File: src/rtl/pma_reconfig_cfg.svh
// constants of the analog-setting reconfiguration controller
`ifndef PMA_RECONFIG_CFG_SVH
`define PMA_RECONFIG_CFG_SVH
`define CHAN_NUM 4
`define BLK_NUM 1
`define STATUS_PER_BLK 5
`define CTRL_BUS_W 4
`define SWING_W 3
`define EMPH_W 5
`define DCGAIN_W 2
`define EQ_W 4
`define DIR_TX_ONLY 2'h2
`define DIR_RX_ONLY 2'h1
`define OFFSET_CANCEL_CYC 16
`define SER_LEN 16
`define CNT_W 5
`define ADDR_W 4
`define REG_CTRL 4'h0
`define REG_STATUS 4'h1
`define REG_SWING 4'h2
`define REG_EMPH 4'h3
`define REG_DCGAIN 4'h4
`define REG_EQ 4'h5
`endif

File: src/rtl/pma_reconfig_pkg.sv
// types of the analog-setting reconfiguration controller
package pma_reconfig_pkg;
    typedef enum logic [1:0] {
        ST_CANCEL = 2'b00,
        ST_IDLE = 2'b01,
        ST_SEND = 2'b10,
        ST_DONE = 2'b11
    } ctl_state_e;
endpackage

File: src/rtl/pma_setting_store.sv
// per-channel storage of the last written analog settings
`include "pma_reconfig_cfg.svh"
module pma_setting_store (
    // clock and reset
    input wire logic i_clock,
    input wire logic i_rst_b,
    // write side
    input wire logic i_wr_tx,
    input wire logic i_wr_rx,
    input wire logic [`SWING_W-1:0] i_swing,
    input wire logic [`EMPH_W-1:0] i_emph,
    input wire logic [`DCGAIN_W-1:0] i_dcgain,
    input wire logic [`EQ_W-1:0] i_eq,
    // read side, one field per channel
    output logic [`SWING_W*`CHAN_NUM-1:0] o_swing,
    output logic [`EMPH_W*`CHAN_NUM-1:0] o_emph,
    output logic [`DCGAIN_W*`CHAN_NUM-1:0] o_dcgain,
    output logic [`EQ_W*`CHAN_NUM-1:0] o_eq
);
    genvar ch;
    // broadcast: each channel slot loads the same values
    generate
        for (ch = 0; ch < `CHAN_NUM; ch = ch + 1) begin : g_chan
            always_ff @(posedge i_clock or negedge i_rst_b) begin
                if (!i_rst_b) begin
                    o_swing[ch*`SWING_W +: `SWING_W] <= '0;
                    o_emph[ch*`EMPH_W +: `EMPH_W] <= '0;
                    o_dcgain[ch*`DCGAIN_W +: `DCGAIN_W] <= '0;
                    o_eq[ch*`EQ_W +: `EQ_W] <= '0;
                end else begin
                    // transmit fields only when tx is selected
                    if (i_wr_tx) begin
                        o_swing[ch*`SWING_W +: `SWING_W] <= i_swing;
                        o_emph[ch*`EMPH_W +: `EMPH_W] <= i_emph;
                    end
                    // receive fields stay untouched for tx-only writes
                    if (i_wr_rx) begin
                        o_dcgain[ch*`DCGAIN_W +: `DCGAIN_W] <= i_dcgain;
                        o_eq[ch*`EQ_W +: `EQ_W] <= i_eq;
                    end
                end
            end
        end
    endgenerate
endmodule // pma_setting_store

File: src/rtl/pma_reconfig_ctrl.sv
// analog-setting reconfiguration controller with broadcast write
// Functional notes
// - status bus five bits per block
// - one four-bit control bus to all
// - read-back widths per channel times channels
// - broadcast write reaches every channel
// - direction 2'b10 writes transmit settings only
// - busy high during transfer, low after
// - offset cancellation takes 16 cycles
//
// The register addresses and strobed register access are this design's own decisions.
`include "pma_reconfig_cfg.svh"
module pma_reconfig_ctrl (
    // clock and reset
    input wire logic i_clock,
    input wire logic i_rst_b,
    // write request from user logic
    input wire logic i_write_all,
    input wire logic [1:0] i_dir_sel,
    input wire logic [`SWING_W-1:0] i_swing,
    input wire logic [`EMPH_W-1:0] i_emph,
    input wire logic [`DCGAIN_W-1:0] i_dcgain,
    input wire logic [`EQ_W-1:0] i_eq,
    // software register port
    input wire logic [`ADDR_W-1:0] i_addr,
    input wire logic [31:0] i_wdata,
    input wire logic i_wr,
    input wire logic i_rd,
    output logic [31:0] o_rdata,
    // transceiver side
    input wire logic [`STATUS_PER_BLK*`BLK_NUM-1:0] i_from_xcvr,
    output logic [`CTRL_BUS_W-1:0] o_to_xcvr,
    // status to user logic
    output logic o_busy,
    output logic [`SWING_W*`CHAN_NUM-1:0] o_swing,
    output logic [`EMPH_W*`CHAN_NUM-1:0] o_emph,
    output logic [`DCGAIN_W*`CHAN_NUM-1:0] o_dcgain,
    output logic [`EQ_W*`CHAN_NUM-1:0] o_eq
);
    localparam int unsigned SW = `STATUS_PER_BLK*`BLK_NUM;
    localparam int CANCEL_LAST = `OFFSET_CANCEL_CYC - 1;
    localparam int SER_LAST = `SER_LEN - 1;

    // controller state
    pma_reconfig_pkg::ctl_state_e state_ff, nxt_state;
    logic [`CNT_W-1:0] cnt_ff; // cycle counter within a phase
    logic [`CNT_W-1:0] nxt_cnt;
    logic [`SER_LEN-1:0] shift_ff; // serial frame to channels
    logic [`SER_LEN-1:0] nxt_shift;
    logic [1:0] dir_ff; // direction latched at start
    logic [`CNT_W-1:0] wr_count_ff; // completed writes, wraps
    logic sw_start_ff; // software-requested write pulse
    logic sw_txonly_ff; // software forces transmit-only writes
    // status bus sync stages: first stage feeds only the second
    logic [SW-1:0] stat_meta_ff;
    logic [SW-1:0] stat_sync_ff;
    logic busy_q_ff; // busy mirror for o_busy
    logic [`CTRL_BUS_W-1:0] to_xcvr_ff;

    // decode of the request and write enables
    wire any_start = i_write_all | sw_start_ff;
    wire idle = (state_ff == pma_reconfig_pkg::ST_IDLE);
    wire take = any_start & idle;
    wire [1:0] eff_dir = sw_txonly_ff ? `DIR_TX_ONLY : i_dir_sel;
    wire cancel_end = (state_ff == pma_reconfig_pkg::ST_CANCEL) &&
        (cnt_ff == CANCEL_LAST[`CNT_W-1:0]);
    wire send_end = (state_ff == pma_reconfig_pkg::ST_SEND) &&
        (cnt_ff == SER_LAST[`CNT_W-1:0]);
    wire done = (state_ff == pma_reconfig_pkg::ST_DONE);
    wire wr_tx = done && (dir_ff != `DIR_RX_ONLY);
    wire wr_rx = done && (dir_ff != `DIR_TX_ONLY);
    wire [`SER_LEN-1:0] frame = {eff_dir, i_eq, i_dcgain, i_emph,
        i_swing};
    wire rd_ctrl = (i_addr == `REG_CTRL);
    wire rd_stat = (i_addr == `REG_STATUS);
    wire rd_sw = (i_addr == `REG_SWING);
    wire rd_em = (i_addr == `REG_EMPH);
    wire rd_dc = (i_addr == `REG_DCGAIN);
    wire rd_eq = (i_addr == `REG_EQ);
    wire [31:0] rd_val =
        rd_ctrl ? {31'h0, sw_txonly_ff} :
        rd_stat ? {{(32-`CNT_W-SW-1){1'b0}}, wr_count_ff,
                   stat_sync_ff, busy_q_ff} :
        rd_sw ? {{(32-`SWING_W*`CHAN_NUM){1'b0}}, o_swing} :
        rd_em ? {{(32-`EMPH_W*`CHAN_NUM){1'b0}}, o_emph} :
        rd_dc ? {{(32-`DCGAIN_W*`CHAN_NUM){1'b0}}, o_dcgain} :
        rd_eq ? {{(32-`EQ_W*`CHAN_NUM){1'b0}}, o_eq} : 32'h0;

    // next state: cancel after reset, idle, shift out, commit
    always_comb begin
        nxt_state = state_ff;
        nxt_cnt = cnt_ff + 5'h01;
        nxt_shift = shift_ff;
        unique case (state_ff)
            pma_reconfig_pkg::ST_CANCEL: begin
                if (cancel_end) begin
                    nxt_state = pma_reconfig_pkg::ST_IDLE;
                    nxt_cnt = 5'h00;
                end
            end
            pma_reconfig_pkg::ST_IDLE: begin
                nxt_cnt = 5'h00;
                if (take) begin
                    nxt_state = pma_reconfig_pkg::ST_SEND;
                    nxt_shift = frame;
                end
            end
            pma_reconfig_pkg::ST_SEND: begin
                // nibble-serial transfer, four bits per cycle
                nxt_shift = {4'h0, shift_ff[`SER_LEN-1:4]};
                if (send_end) begin
                    nxt_state = pma_reconfig_pkg::ST_DONE;
                    nxt_cnt = 5'h00;
                end
            end
            pma_reconfig_pkg::ST_DONE: begin
                nxt_state = pma_reconfig_pkg::ST_IDLE;
                nxt_cnt = 5'h00;
            end
        endcase
    end

    // state registers
    always_ff @(posedge i_clock or negedge i_rst_b) begin
        if (!i_rst_b) begin
            state_ff <= pma_reconfig_pkg::ST_CANCEL;
            cnt_ff <= 5'h00;
            shift_ff <= 16'h0000;
        end else begin
            state_ff <= nxt_state;
            cnt_ff <= nxt_cnt;
            shift_ff <= nxt_shift;
        end
    end

    // direction and write counter
    always_ff @(posedge i_clock or negedge i_rst_b) begin
        if (!i_rst_b) begin
            dir_ff <= 2'h0;
            wr_count_ff <= 5'h00;
        end else begin
            if (take) dir_ff <= eff_dir;
            if (done) wr_count_ff <= wr_count_ff + 5'h01;
        end
    end

    // busy covers cancellation and every transfer
    always_ff @(posedge i_clock or negedge i_rst_b) begin
        if (!i_rst_b) begin
            busy_q_ff <= 1'b1;
        end else begin
            busy_q_ff <= ~((idle & ~take) | done);
        end
    end
    assign o_busy = busy_q_ff;

    // control bus: one nibble bus drives all groups
    always_ff @(posedge i_clock or negedge i_rst_b) begin
        if (!i_rst_b) begin
            to_xcvr_ff <= 4'h0;
        end else begin
            to_xcvr_ff <= (state_ff == pma_reconfig_pkg::ST_SEND) ?
                shift_ff[3:0] : 4'h0;
        end
    end
    assign o_to_xcvr = to_xcvr_ff;

    // status bus synchroniser
    always_ff @(posedge i_clock or negedge i_rst_b) begin
        if (!i_rst_b) begin
            stat_meta_ff <= '0;
            stat_sync_ff <= '0;
        end else begin
            stat_meta_ff <= i_from_xcvr;
            stat_sync_ff <= stat_meta_ff;
        end
    end

    // register port: write decode and read data
    always_ff @(posedge i_clock or negedge i_rst_b) begin
        if (!i_rst_b) begin
            sw_start_ff <= 1'b0;
            sw_txonly_ff <= 1'b0;
            o_rdata <= 32'h0;
        end else begin
            sw_start_ff <= i_wr && rd_ctrl && i_wdata[1];
            if (i_wr && rd_ctrl) sw_txonly_ff <= i_wdata[0];
            o_rdata <= i_rd ? rd_val : 32'h0;
        end
    end

    // settings seen by every channel
    // broadcast store
    pma_setting_store u_store (
        .i_clock(i_clock),
        .i_rst_b(i_rst_b),
        .i_wr_tx(wr_tx),
        .i_wr_rx(wr_rx),
        .i_swing(i_swing),
        .i_emph(i_emph),
        .i_dcgain(i_dcgain),
        .i_eq(i_eq),
        .o_swing(o_swing),
        .o_emph(o_emph),
        .o_dcgain(o_dcgain),
        .o_eq(o_eq)
    );

    // checks
    // busy spans all sixteen cancel cycles plus the hand-over edge
    property p_cancel_len;
        @(posedge i_clock) disable iff (!i_rst_b)
        $rose(i_rst_b) |-> o_busy [*8] ##1 o_busy [*8] ##1 o_busy
            ##1 !o_busy;
    endproperty
    a_cancel_len: assert property (p_cancel_len)
        else $error("busy not held through cancellation");

    // a restart would reload the frame instead of shifting it on
    property p_ignore;
        @(posedge i_clock) disable iff (!i_rst_b)
        (state_ff == pma_reconfig_pkg::ST_SEND) && any_start
        |=> shift_ff == ($past(shift_ff) >> 4);
    endproperty
    a_ignore: assert property (p_ignore)
        else $error("strobe disturbed a transfer");

    property p_busy_span;
        @(posedge i_clock) disable iff (!i_rst_b)
        take |=> o_busy [*8];
    endproperty
    a_busy_span: assert property (p_busy_span)
        else $error("busy not held during transfer");

    property p_busy_end;
        @(posedge i_clock) disable iff (!i_rst_b)
        done |=> !o_busy;
    endproperty
    a_busy_end: assert property (p_busy_end)
        else $error("busy not released after write");

    property p_done_time;
        @(posedge i_clock) disable iff (!i_rst_b)
        take |-> ##17 done;
    endproperty
    a_done_time: assert property (p_done_time)
        else $error("write did not finish in time");

    property p_txonly;
        @(posedge i_clock) disable iff (!i_rst_b)
        done && dir_ff == `DIR_TX_ONLY |=> $stable(o_eq) &&
            $stable(o_dcgain);
    endproperty
    a_txonly: assert property (p_txonly)
        else $error("receive settings changed on tx-only write");

    property p_bcast;
        @(posedge i_clock) disable iff (!i_rst_b)
        wr_tx |=> o_swing == {`CHAN_NUM{$past(i_swing)}} &&
            o_emph == {`CHAN_NUM{$past(i_emph)}};
    endproperty
    a_bcast: assert property (p_bcast)
        else $error("channels disagree after broadcast");

    property p_bus_idle;
        @(posedge i_clock) disable iff (!i_rst_b)
        idle && $past(idle) |-> o_to_xcvr == 4'h0;
    endproperty
    a_bus_idle: assert property (p_bus_idle)
        else $error("control bus active while idle");

    property p_sync;
        @(posedge i_clock) disable iff (!i_rst_b)
        ##2 1'b1 |-> stat_sync_ff == $past(i_from_xcvr, 2);
    endproperty
    a_sync: assert property (p_sync)
        else $error("status bus not two-stage synchronised");
endmodule // pma_reconfig_ctrl

File: config.mk
export PLATFORM = sky130hd
export DESIGN_NAME = pma_reconfig_ctrl
export DESIGN_NICKNAME = d
export VERILOG_FILES = /design/src/rtl/pma_reconfig_pkg.sv /design/src/rtl/pma_setting_store.sv /design/src/rtl/pma_reconfig_ctrl.sv
export VERILOG_INCLUDE_DIRS = /design/src /design/src/rtl
export SDC_FILE = /design/constraint.sdc
export NUM_CORES = 1
export LEC_CHECK = 0
export BUFFER_PORTS_ARGS = -buffer_cell sky130_fd_sc_hd__buf_4
export CORE_MARGIN = 2
export CORE_UTILIZATION = 27
export DETAILED_ROUTE_END_ITERATION = 12
export SLEW_MARGIN = 20
export SYNTH_ARGS = -nofsm -noshare
export SYNTH_HDL_FRONTEND = slang
export SYNTH_SLANG_ARGS = --single-unit
File: constraint.sdc
create_clock -name i_clock -period 2.6 [get_ports i_clock]
set_input_delay 0.26 -clock i_clock [delete_from_list [all_inputs] [get_ports i_clock]]
set_output_delay 0.26 -clock i_clock [all_outputs]
set_load 0.005 [all_outputs]
[Yosys cells after proc, flatten, opt, wreduce, memory -nomap -nowiden]
Index checks and enable logic that the tools add are counted.
Word-level totals
  register bits after elaboration: 81
  input port bits: 62
  output and inout bits: 93
  logic and storage cells: 68
Operators by class
  add/sub/neg operators: 2
  equality and inequality tests: 14
  mux-type cells: 18
  bitwise operators: 6
  reductions and logical operators: 12
Operators by type and width (count)
  $mux 20: 5
  $mux 16: 3
  $pmux 16 s2: 1
  $pmux 5 s3: 1
  $add 5x1->5 const B: 2
  $mux 5: 2
  $eq 4x2->1 const B: 2
  $eq 4x3->1 const B: 2
  $mux 2: 4
  $pmux 2 s4: 1
  $logic_and 1x1->1: 6
  $ne 2x2->1 const B: 3
  $eq 5x4->1 const B: 1
  $eq 2x2->1 const B: 2
  $eq 4x1->1 const B: 1
  $logic_not 4->1: 1
  $mux 4: 1
  $ne 2x1->1 const B: 2
  $reduce_and 3->1: 1
  $and 1x1->1: 2
  $eq 2x1->1 const B: 1
  $logic_not 2->1: 1
  $not 1->1: 2
  $or 1x1->1: 2
  3 further kinds: 3

[Logic depth before layout (Yosys ltp)]
Gate-level depths: netlist of run 1.
  depth in word-level cells: 8
  depth in mapped cells: 7
  depth with buffers taken out: 6

[Hierarchy]
Synthesis of run 1 repeated with hierarchy kept, for this count alone.
Second synthesis, totals
  cell total of the unflattened synthesis: 363
  area total of the unflattened synthesis: 4107.7 um^2
Modules (own cells, without submodules)
  pma_reconfig_ctrl: instances 1, cells an instance 291, area each 3209.3 um^2, seq. area each 1677.9 um^2
  pma_setting_store: instances 1, cells an instance 72, area each 898.4 um^2, seq. area each 350.3 um^2

[Worst setup path after synthesis of run 1]
Ideal clock, no wire load.
  kind: reg2reg
  start: reg cnt_ff[0]
  end: reg state_ff[1]
  setup time: 0.127 ns
  arrival: 1.541 ns
  data required time: 2.473 ns
  setup slack: 0.932 ns
  stages on the path, launching flop included: 7
  buffers on the path: 0
  clock period less this slack: 1.668 ns
  path through: dfrtp_1 ha_1 and3_1 ha_1 o21bai_1 nand2_1 mux2_1
On the way
  word-level cells in the longest chain between the ends: 4
  elaborated cells on any way between the ends: 6
  classes of those cells: 3 x eq/ne; 3 x reduce/logical
Ends and longest elaborated chain
  start, declared: line pma_reconfig_ctrl.sv:46  | logic [`CNT_W-1:0] cnt_ff;
  start signal, assigned: line pma_reconfig_ctrl.sv:131  | cnt_ff <= nxt_cnt;
  $eq 5x4->1 (*): line pma_reconfig_ctrl.sv:66, pma_reconfig_ctrl.sv:68
  $logic_and 1x1->1 (on tied branches): line pma_reconfig_ctrl.sv:67, pma_reconfig_ctrl.sv:65
  $ne 2x2->1 (no line)
  $reduce_and 3->1 (no line) (*)
  end signal, assigned: line pma_reconfig_ctrl.sv:126  | state_ff <= pma_reconfig_pkg::ST_CANCEL;
  end signal, assigned: line pma_reconfig_ctrl.sv:130  | state_ff <= nxt_state;
  end, declared: line pma_reconfig_ctrl.sv:45  | pma_reconfig_pkg::ctl_state_e state_ff, nxt_state;
Every way passes the cells marked *; elsewhere a longest branch is shown, timed or not.
A chain may end at the register's enable or synchronous reset.

[Final worst setup path of run 1]
  start: reg state_ff[1]
  end: reg shift_ff[15]
On the way
  word-level cells in the longest chain between the ends: 4
  elaborated cells on any way between the ends: 7
  classes of those cells: 3 x eq/ne; 1 x mux; 1 x bitwise; 2 x reduce/logical
Ends and longest elaborated chain
  $eq 2x1->1: line pma_reconfig_ctrl.sv:62, pma_reconfig_ctrl.sv:94
  $and 1x1->1: line pma_reconfig_ctrl.sv:63  | wire take = any_start & idle;
  $ne 2x1->1 (no line)
  $reduce_and 2->1 (no line)
  end signal, assigned: line pma_reconfig_ctrl.sv:132  | shift_ff <= nxt_shift;
  end, declared: line pma_reconfig_ctrl.sv:48  | logic [`SER_LEN-1:0] shift_ff;
Several ways; a longest one is shown, not always the timed one.

==> results of run 1 <==
-- metrics by stage --
step | instances | utilization | setup WS, ns | hold slack (ns) | area (sq um)
after global routing | 618 | 0.3442 | 0.4062 | 0.01164 | 4984
after CTS | 618 | 0.3442 | 0.5954 | 0.01561 | 4984
after floorplan | 371 | - | 0.9319 | -0.03559 | 4015
after detailed placement | 602 | 0.3198 | 0.5968 | 0.3276 | 4631
after global placement | 602 | 0.3198 | 0.6465 | 0.3098 | 4631
final | 618 | 0.3442 | 0.5761 | 0.02758 | 4984
-- registers in the layout, indices dropped and copies added (netlist names) --
name / flops
stat_meta_ff: 5
stat_sync_ff: 5
u_store.o_dcgain: 2
cnt_ff: 5
dir_ff: 2
o_to_xcvr: 4
u_store.o_emph: 5
o_rdata: 20
sw_start_ff: 1
shift_ff: 16
sw_txonly_ff: 1
wr_count_ff: 5
u_store.o_swing: 3
o_busy: 1
u_store.o_eq: 4
state_ff: 2
-- power by group --
group	switching [mW]	total (mW)	internal, mW
combinational	0.888	2.04	1.15
clock	0.483	1.44	0.958
sequential	0.474	2.12	1.65
total	1.85	5.60	3.75
-- path summary, 6_finish.rpt --
check	endpoint	slack [ns]	start
min reg2reg	stat_sync_ff[4]	0.35	stat_meta_ff[4]
max in group asynchronous	shift_ff[1]	1.51	i_rst_b
min	stat_meta_ff[3]	0.03	i_from_xcvr[3]
max reg2reg	shift_ff[15]	0.58	state_ff[1]
min in group asynchronous	stat_meta_ff[2]	0.47	i_rst_b
max	shift_ff[15]	0.58	state_ff[1]
-- placed cells by master, fill, tap and decap left out, types with 2 or more instances in the layout --
cell | netlist | routed
buf_4 | 58 | 114
dfrtp_1 | 80 | 80
nor2_1 | 31 | 31
a21oi_1 | 29 | 29
nand2_1 | 21 | 21
mux2_2 | 15 | 15
mux2i_1 | 13 | 13
conb_1 | 1 | 12
inv_1 | 11 | 11
clkbuf_16 | 0 | 9
ha_1 | 8 | 8
a211oi_1 | 7 | 7
a22o_1 | 6 | 6
and3_1 | 5 | 5
a22oi_1 | 5 | 5
nand3b_1 | 4 | 4
nand2b_1 | 4 | 4
o21ai_0 | 4 | 4
and2_1 | 4 | 4
xnor2_1 | 4 | 4
a311o_1 | 3 | 3
a21oi_2 | 3 | 3
bufinv_16 | 0 | 3
and4bb_1 | 2 | 2
mux2_1 | 2 | 2
o21ai_1 | 2 | 2
xor2_1 | 2 | 2
o21ai_2 | 2 | 2
o32ai_1 | 2 | 2
nand4_1 | 2 | 2
-- cell usage after synthesis (all sizes together) --
cell	instances
and3b	1
o21bai	1
nand3b	5
o32ai	2
nor3b	1
a211oi	7
mux2	18
dfstp	1
buf	68
o31a	1
ha	8
nor2	33
and2	4
and4b	1
nand2	21
o31ai	1
a221oi	1
dfrtp	80
mux2i	13
inv	11
nand2b	4
xor2	2
nor2b	2
a22oi	5
a21oi	32
o22ai	1
a311o	3
a22o	6
conb	1
o21ai	8
nand3	1
clkinv	1
or2	1
nand4	2
o21a	1
xnor2	4
nor3	1
and3	5
and4bb	2
-- worst max-delay path: cells and delay by family (launching register included) --
family | cells | cell delay, ns
simple gates | 2 | 0.92
flops | 1 | 0.40
fa+ha+maj | 1 | 0.22
compound gates | 1 | 0.21
buf+inv | 1 | 0.10
-- logic make-up (layout without fill, tap and decap cells) --
group / after synthesis / in the layout / share of synthesized area
simple gates: 84 / 84 / 0.1146
flops: 81 / 81 / 0.5104
compound gates: 69 / 69 / 0.1162
mux: 31 / 31 / 0.08469
xor+xnor: 6 / 6 / 0.01322
buf+inv: 80 / 143 / 0.1348
other cells: 1 / 12 / 0.0009437
fa+ha+maj: 8 / 8 / 0.02519
-- routing by layer --
layer  vias to the layer above  routed length, microns  share of wire  global-route usage
li1                       1307                       -              -                   -
met5                         -                       0              0                   0
met3                        13                     669          0.071             0.04236
met2                        98                    4628           0.49              0.1995
met4                         0                     190          0.020             0.04837
met1                      1355                    3870           0.41              0.1409
-- timing repair --
item	in CTS	in global routing
resized for setup	0	0
hold endpoints to repair	47	0
hold buffers	1	0
-- area by class of cell --
| type | count | area [sq um] |
|---|---|---|
| multi-input combinational | 210 | 1451 |
| clock inverter | 5 | 103.9 |
| fill | 1454 | 9495 |
| inverter | 12 | 45.04 |
| sequential | 81 | 2028 |
| clock buffer | 10 | 239.0 |
| timing repair buffer | 116 | 885.9 |
| tap | 184 | 230.2 |
==> results.sh, run 1 <==
export IMPL_relSlewSlack=0.3613
export IMPL_path_cells="inv_1, ha_1, nor3b_2, nor2_2, o32ai_1"
export IMPL_synth_area_sq_um=3974
export IMPL_area_growth_pct=25.41
export IMPL_final_nets=500
export IMPL_die_y_microns=125.3
export IMPL_dieArea_sq_um=15700
export IMPL_synth_top_area_frac=0.5038
export IMPL_insertion_delay_ns=0.33
export IMPL_cts_buffers_inserted=9
export IMPL_gp_congestion=0.7780
export IMPL_die_w_microns=125.3
export IMPL_vias_per_cell=4.487
export IMPL_fp_row_count=44
export IMPL_startpoint_type="flop"
export IMPL_tns_ns=0
export IMPL_drtAntennaViolNets=0
export IMPL_power_per_cell_area_nw_per_um2=1124
export IMPL_cts_root_buf="clkbuf_16"
export IMPL_crit_fanout=26
export IMPL_path_clk_slew_ns=0.06
export IMPL_cts_buffer_depth=2
export IMPL_port_buffers=112
export IMPL_path_class="flop to flop"
export IMPL_finalSetupViolCount=0
export IMPL_outcome="complete, no violations"
export IMPL_core_area_sq_um=14480
export IMPL_antennaDiodeCount=0
export IMPL_drc_errors=0
export IMPL_min_delay_path_depth=1
export IMPL_ys_seq_area_frac=0.5104
export IMPL_peakVddDrop_mv=0.3809
export IMPL_synth_top_area_cell="dfrtp_1"
export IMPL_critPathArrivalTime_ns=2.19
export IMPL_tightest_slew_ns=0.9570
export IMPL_max_cap_violations=0
export IMPL_wl_per_cell_microns=15.14
export IMPL_initialDrtViolationCount=126
export IMPL_hpwl_mm=6.864
export IMPL_ys_ff_latch=81
export IMPL_end_kind="flop"
export IMPL_synthDistinctLibCells=51
export IMPL_period_needed_ns=2.024
export IMPL_postSynthCellCount=360
export IMPL_worstPathRequired_ns=2.77
export IMPL_max_freq_ghz=0.4941
export IMPL_layout_drive_gt1_share=0.3664
export IMPL_htree_levels=3
export IMPL_hold_path_class="primary input to flop"
export IMPL_track_usage=0.1196
export IMPL_wl_mm=9.359
export IMPL_start_util=0.2745
export IMPL_rsz0062_at_grt="false"
export IMPL_p_leak_nw=2.371
export IMPL_syn_area_per_cell_sq_um=11.04
export IMPL_synth_area_leaders="dfrtp_1, buf_4, mux2_2"
export IMPL_cts_setup_buffers=0
export IMPL_vias=2773
export IMPL_slowest_delay_ns=0.74
export IMPL_maxSlewViolCount=0
export IMPL_hold_viol_final=0
export IMPL_ys_warnings_count=0
export IMPL_power_mw=5.599
export IMPL_grt_start_max_net_pins=50
export IMPL_cts_sinks=81
export IMPL_min_period_over_period=0.7784
export IMPL_r2r_cells=5
export IMPL_grt_overflow_total=0
export IMPL_grt_pass1_wl_mm=14.52
export IMPL_grt_pass1_vias=2684
export IMPL_ios=155
export IMPL_antenna_found_initial=0
export IMPL_dr_pass1_iters=4
export IMPL_worst_path_max_delay_cell="nor2_2"
export IMPL_skew_ns=0.004585
export IMPL_cts_tree="yes"
Note: power is estimated with default switching activity, not from simulation.
==> run 2, diff against run 1 <==
==> constraint.sdc (replaced) <==
create_clock -name i_clock -period 1.8 [get_ports i_clock]
set_input_delay 0.18 -clock i_clock [delete_from_list [all_inputs] [get_ports i_clock]]
set_output_delay 0.18 -clock i_clock [all_outputs]
set_load 0.005 [all_outputs]
==> run 2 against run 1 <==
Against the previous run: maximum frequency increased by 16%; register-to-register slack got worse by 0.52 ns; global-route usage is 0.33 points higher; sequential cell count did not move; clock skew is 0.0045 ns higher; worst hold slack better by 0.035 ns; combinational power rose by 60%; largest cell class unchanged.
==> results.sh, run 2 (same netlist as run 1, synthesis figures left out) <==
export IMPL_finalSetupViolCount=0
export IMPL_rsz0062_at_grt="false"
export IMPL_cp_top_family="adder cells"
export IMPL_path_cells="ha_1, and3_1, ha_1, o21bai_1, nand2_1, mux2_1"
export IMPL_initialDrtViolationCount=127
export IMPL_area_growth_pct=29.00
export IMPL_maxSlewViolCount=0
export IMPL_worst_path_max_delay_cell="dfrtp_1"
export IMPL_largest_register_ffs=20
export IMPL_max_freq_ghz=0.5735
export IMPL_crit_fanout=3
export IMPL_grt_pass1_vias=2884
export IMPL_vias=2866
export IMPL_cp_num_buf_inv=0
export IMPL_antennaDiodeCount=0
export IMPL_finish_utilization=0.3540
export IMPL_tns_ns=0
export IMPL_design_area_sq_um=5126
export IMPL_p_leak_nw=2.446
export IMPL_startpoint_type="flop"
export IMPL_hpwl_mm=7.190
export IMPL_wl_per_cell_microns=14.95
export IMPL_crit_start="cnt_ff[0]"
export IMPL_worstPathRequired_ns=2.02
export IMPL_wl_mm=9.509
export IMPL_layout_drive_gt1_share=0.3805
export IMPL_max_cap_violations=0
export IMPL_final_nets=517
export IMPL_gp_congestion=0.8783
export IMPL_cts_buffers_inserted=9
export IMPL_reg_top3="o_rdata x20, shift_ff x16"
export IMPL_slowest_delay_ns=0.41
export IMPL_port_buffers=112
export IMPL_path_clk_slew_ns=0.06
export IMPL_critPathArrivalTime_ns=1.96
export IMPL_start_util=0.2745
export IMPL_cp_depth=6
export IMPL_drc_errors=0
export IMPL_final_common_cell="buf_4"
export IMPL_end_kind="flop"
export IMPL_antenna_found_initial=0
export IMPL_track_usage=0.1230
export IMPL_vias_per_cell=4.506
export IMPL_cts_sinks=81
export IMPL_peakVddDrop_mv=0.6250
export IMPL_r2r_start="cnt_ff[0]"
export IMPL_insertion_delay_ns=0.34
export IMPL_cts_root_buf="clkbuf_16"
export IMPL_path_class="flop to flop"
export IMPL_grt_overflow_total=0
export IMPL_period_needed_ns=1.744
export IMPL_hold_path_startpoint="i_wdata[1]"
export IMPL_placed_area_sq_um=4738
export IMPL_min_delay_path_depth=3
export IMPL_top_register="o_rdata"
export IMPL_cts_tree="yes"
export IMPL_htree_levels=3
export IMPL_core_area_sq_um=14480
export IMPL_final_cell_mix="buf_4, dfrtp_1, nor2_1"
export IMPL_die_w_microns=125.3
export IMPL_fp_row_count=44
export IMPL_skew_ns=0.009100
export IMPL_hold_path_class="primary input to flop"
export IMPL_ios=155
export IMPL_grt_pass1_wl_mm=15.20
export IMPL_min_period_over_period=0.9687
export IMPL_power_per_cell_area_nw_per_um2=1584
export IMPL_drtAntennaViolNets=0
export IMPL_hold_viol_final=0
export IMPL_dieArea_sq_um=15700
export IMPL_die_y_microns=125.3
export IMPL_grt_start_max_net_pins=40
export IMPL_outcome="complete, no violations"
export IMPL_dr_pass1_iters=4
export IMPL_cts_buffer_depth=2
export IMPL_power_mw=8.121
export IMPL_r2r_cells=6
export IMPL_cpMostUsedCell="ha_1"
[run 2: final timing paths]
| kind | endpoint | slack (ns) |
|---|---|---|
| worst max register to register | state_ff[1] | 0.06 |
| min in group asynchronous | stat_meta_ff[2] | 0.32 |
| max in group asynchronous | o_busy | 0.89 |
| worst min register to register | stat_sync_ff[0] | 0.35 |
| worst min-delay path | sw_start_ff | 0.06 |
| worst max-delay path | state_ff[1] | 0.06 |
[run 2: where the power goes]
group | internal (mW) | leakage (nW) | switching, mW
Combinational | 1.86 | 1.28 | 1.40
Sequential | 2.38 | 1.01 | 0.599
Clock | 1.16 | 0.156 | 0.728
Total | 5.40 | 2.45 | 2.72
[run 2: timing repair]
action | in CTS | in global routing
hold buffers | 6 | 0
buffers inserted | 0 | 1
resized for setup | 0 | 1
setup endpoints to repair | 0 | 1
endpoints found under the hold margin | 35 | 0
[run 2: worst reg2reg max path: cells and delay by family (launching register included)]
| kind | cells | cell delay (ns) |
|---|---|---|
| fa+ha+maj | 2 | 0.41 |
| mux | 1 | 0.33 |
| compound gates | 1 | 0.17 |
| simple gates | 2 | 0.31 |
| flops | 1 | 0.41 |
[run 2: routing by layer]
metal  share of wire  wire length [microns]  global-route usage  vias to the layer above
met3           0.054                    510             0.02781                       18
met1            0.42                   3973              0.1489                     1407
met4           0.022                    212             0.05425                        0
met5               0                      0                   0                        -
met2            0.51                   4813              0.2097                       96
li1                -                      -                   -                     1345
[run 2: cell type report]
type	instances	area, sq um
Sequential cell	81	2028
Clock buffer	11	252.7
Inverter	12	45.04
Clock inverter	5	61.31
Tap cell	184	230.2
Multi-Input combinational cell	210	1458
Timing Repair Buffer	133	1051
Fill cell	1444	9353
[run 2: metrics by stage]
step           cells  setup WS, ns  hold WS, ns
6_report         636       0.05639      0.06299
5_1_grt          636      0.006404      0.07822
4_1_cts          635       0.05071      0.05840
3_5_place_dp     613       0.06098       0.1468
3_3_place_gp     613        0.1425       0.1396
2_1_floorplan    371        0.1319      -0.1156
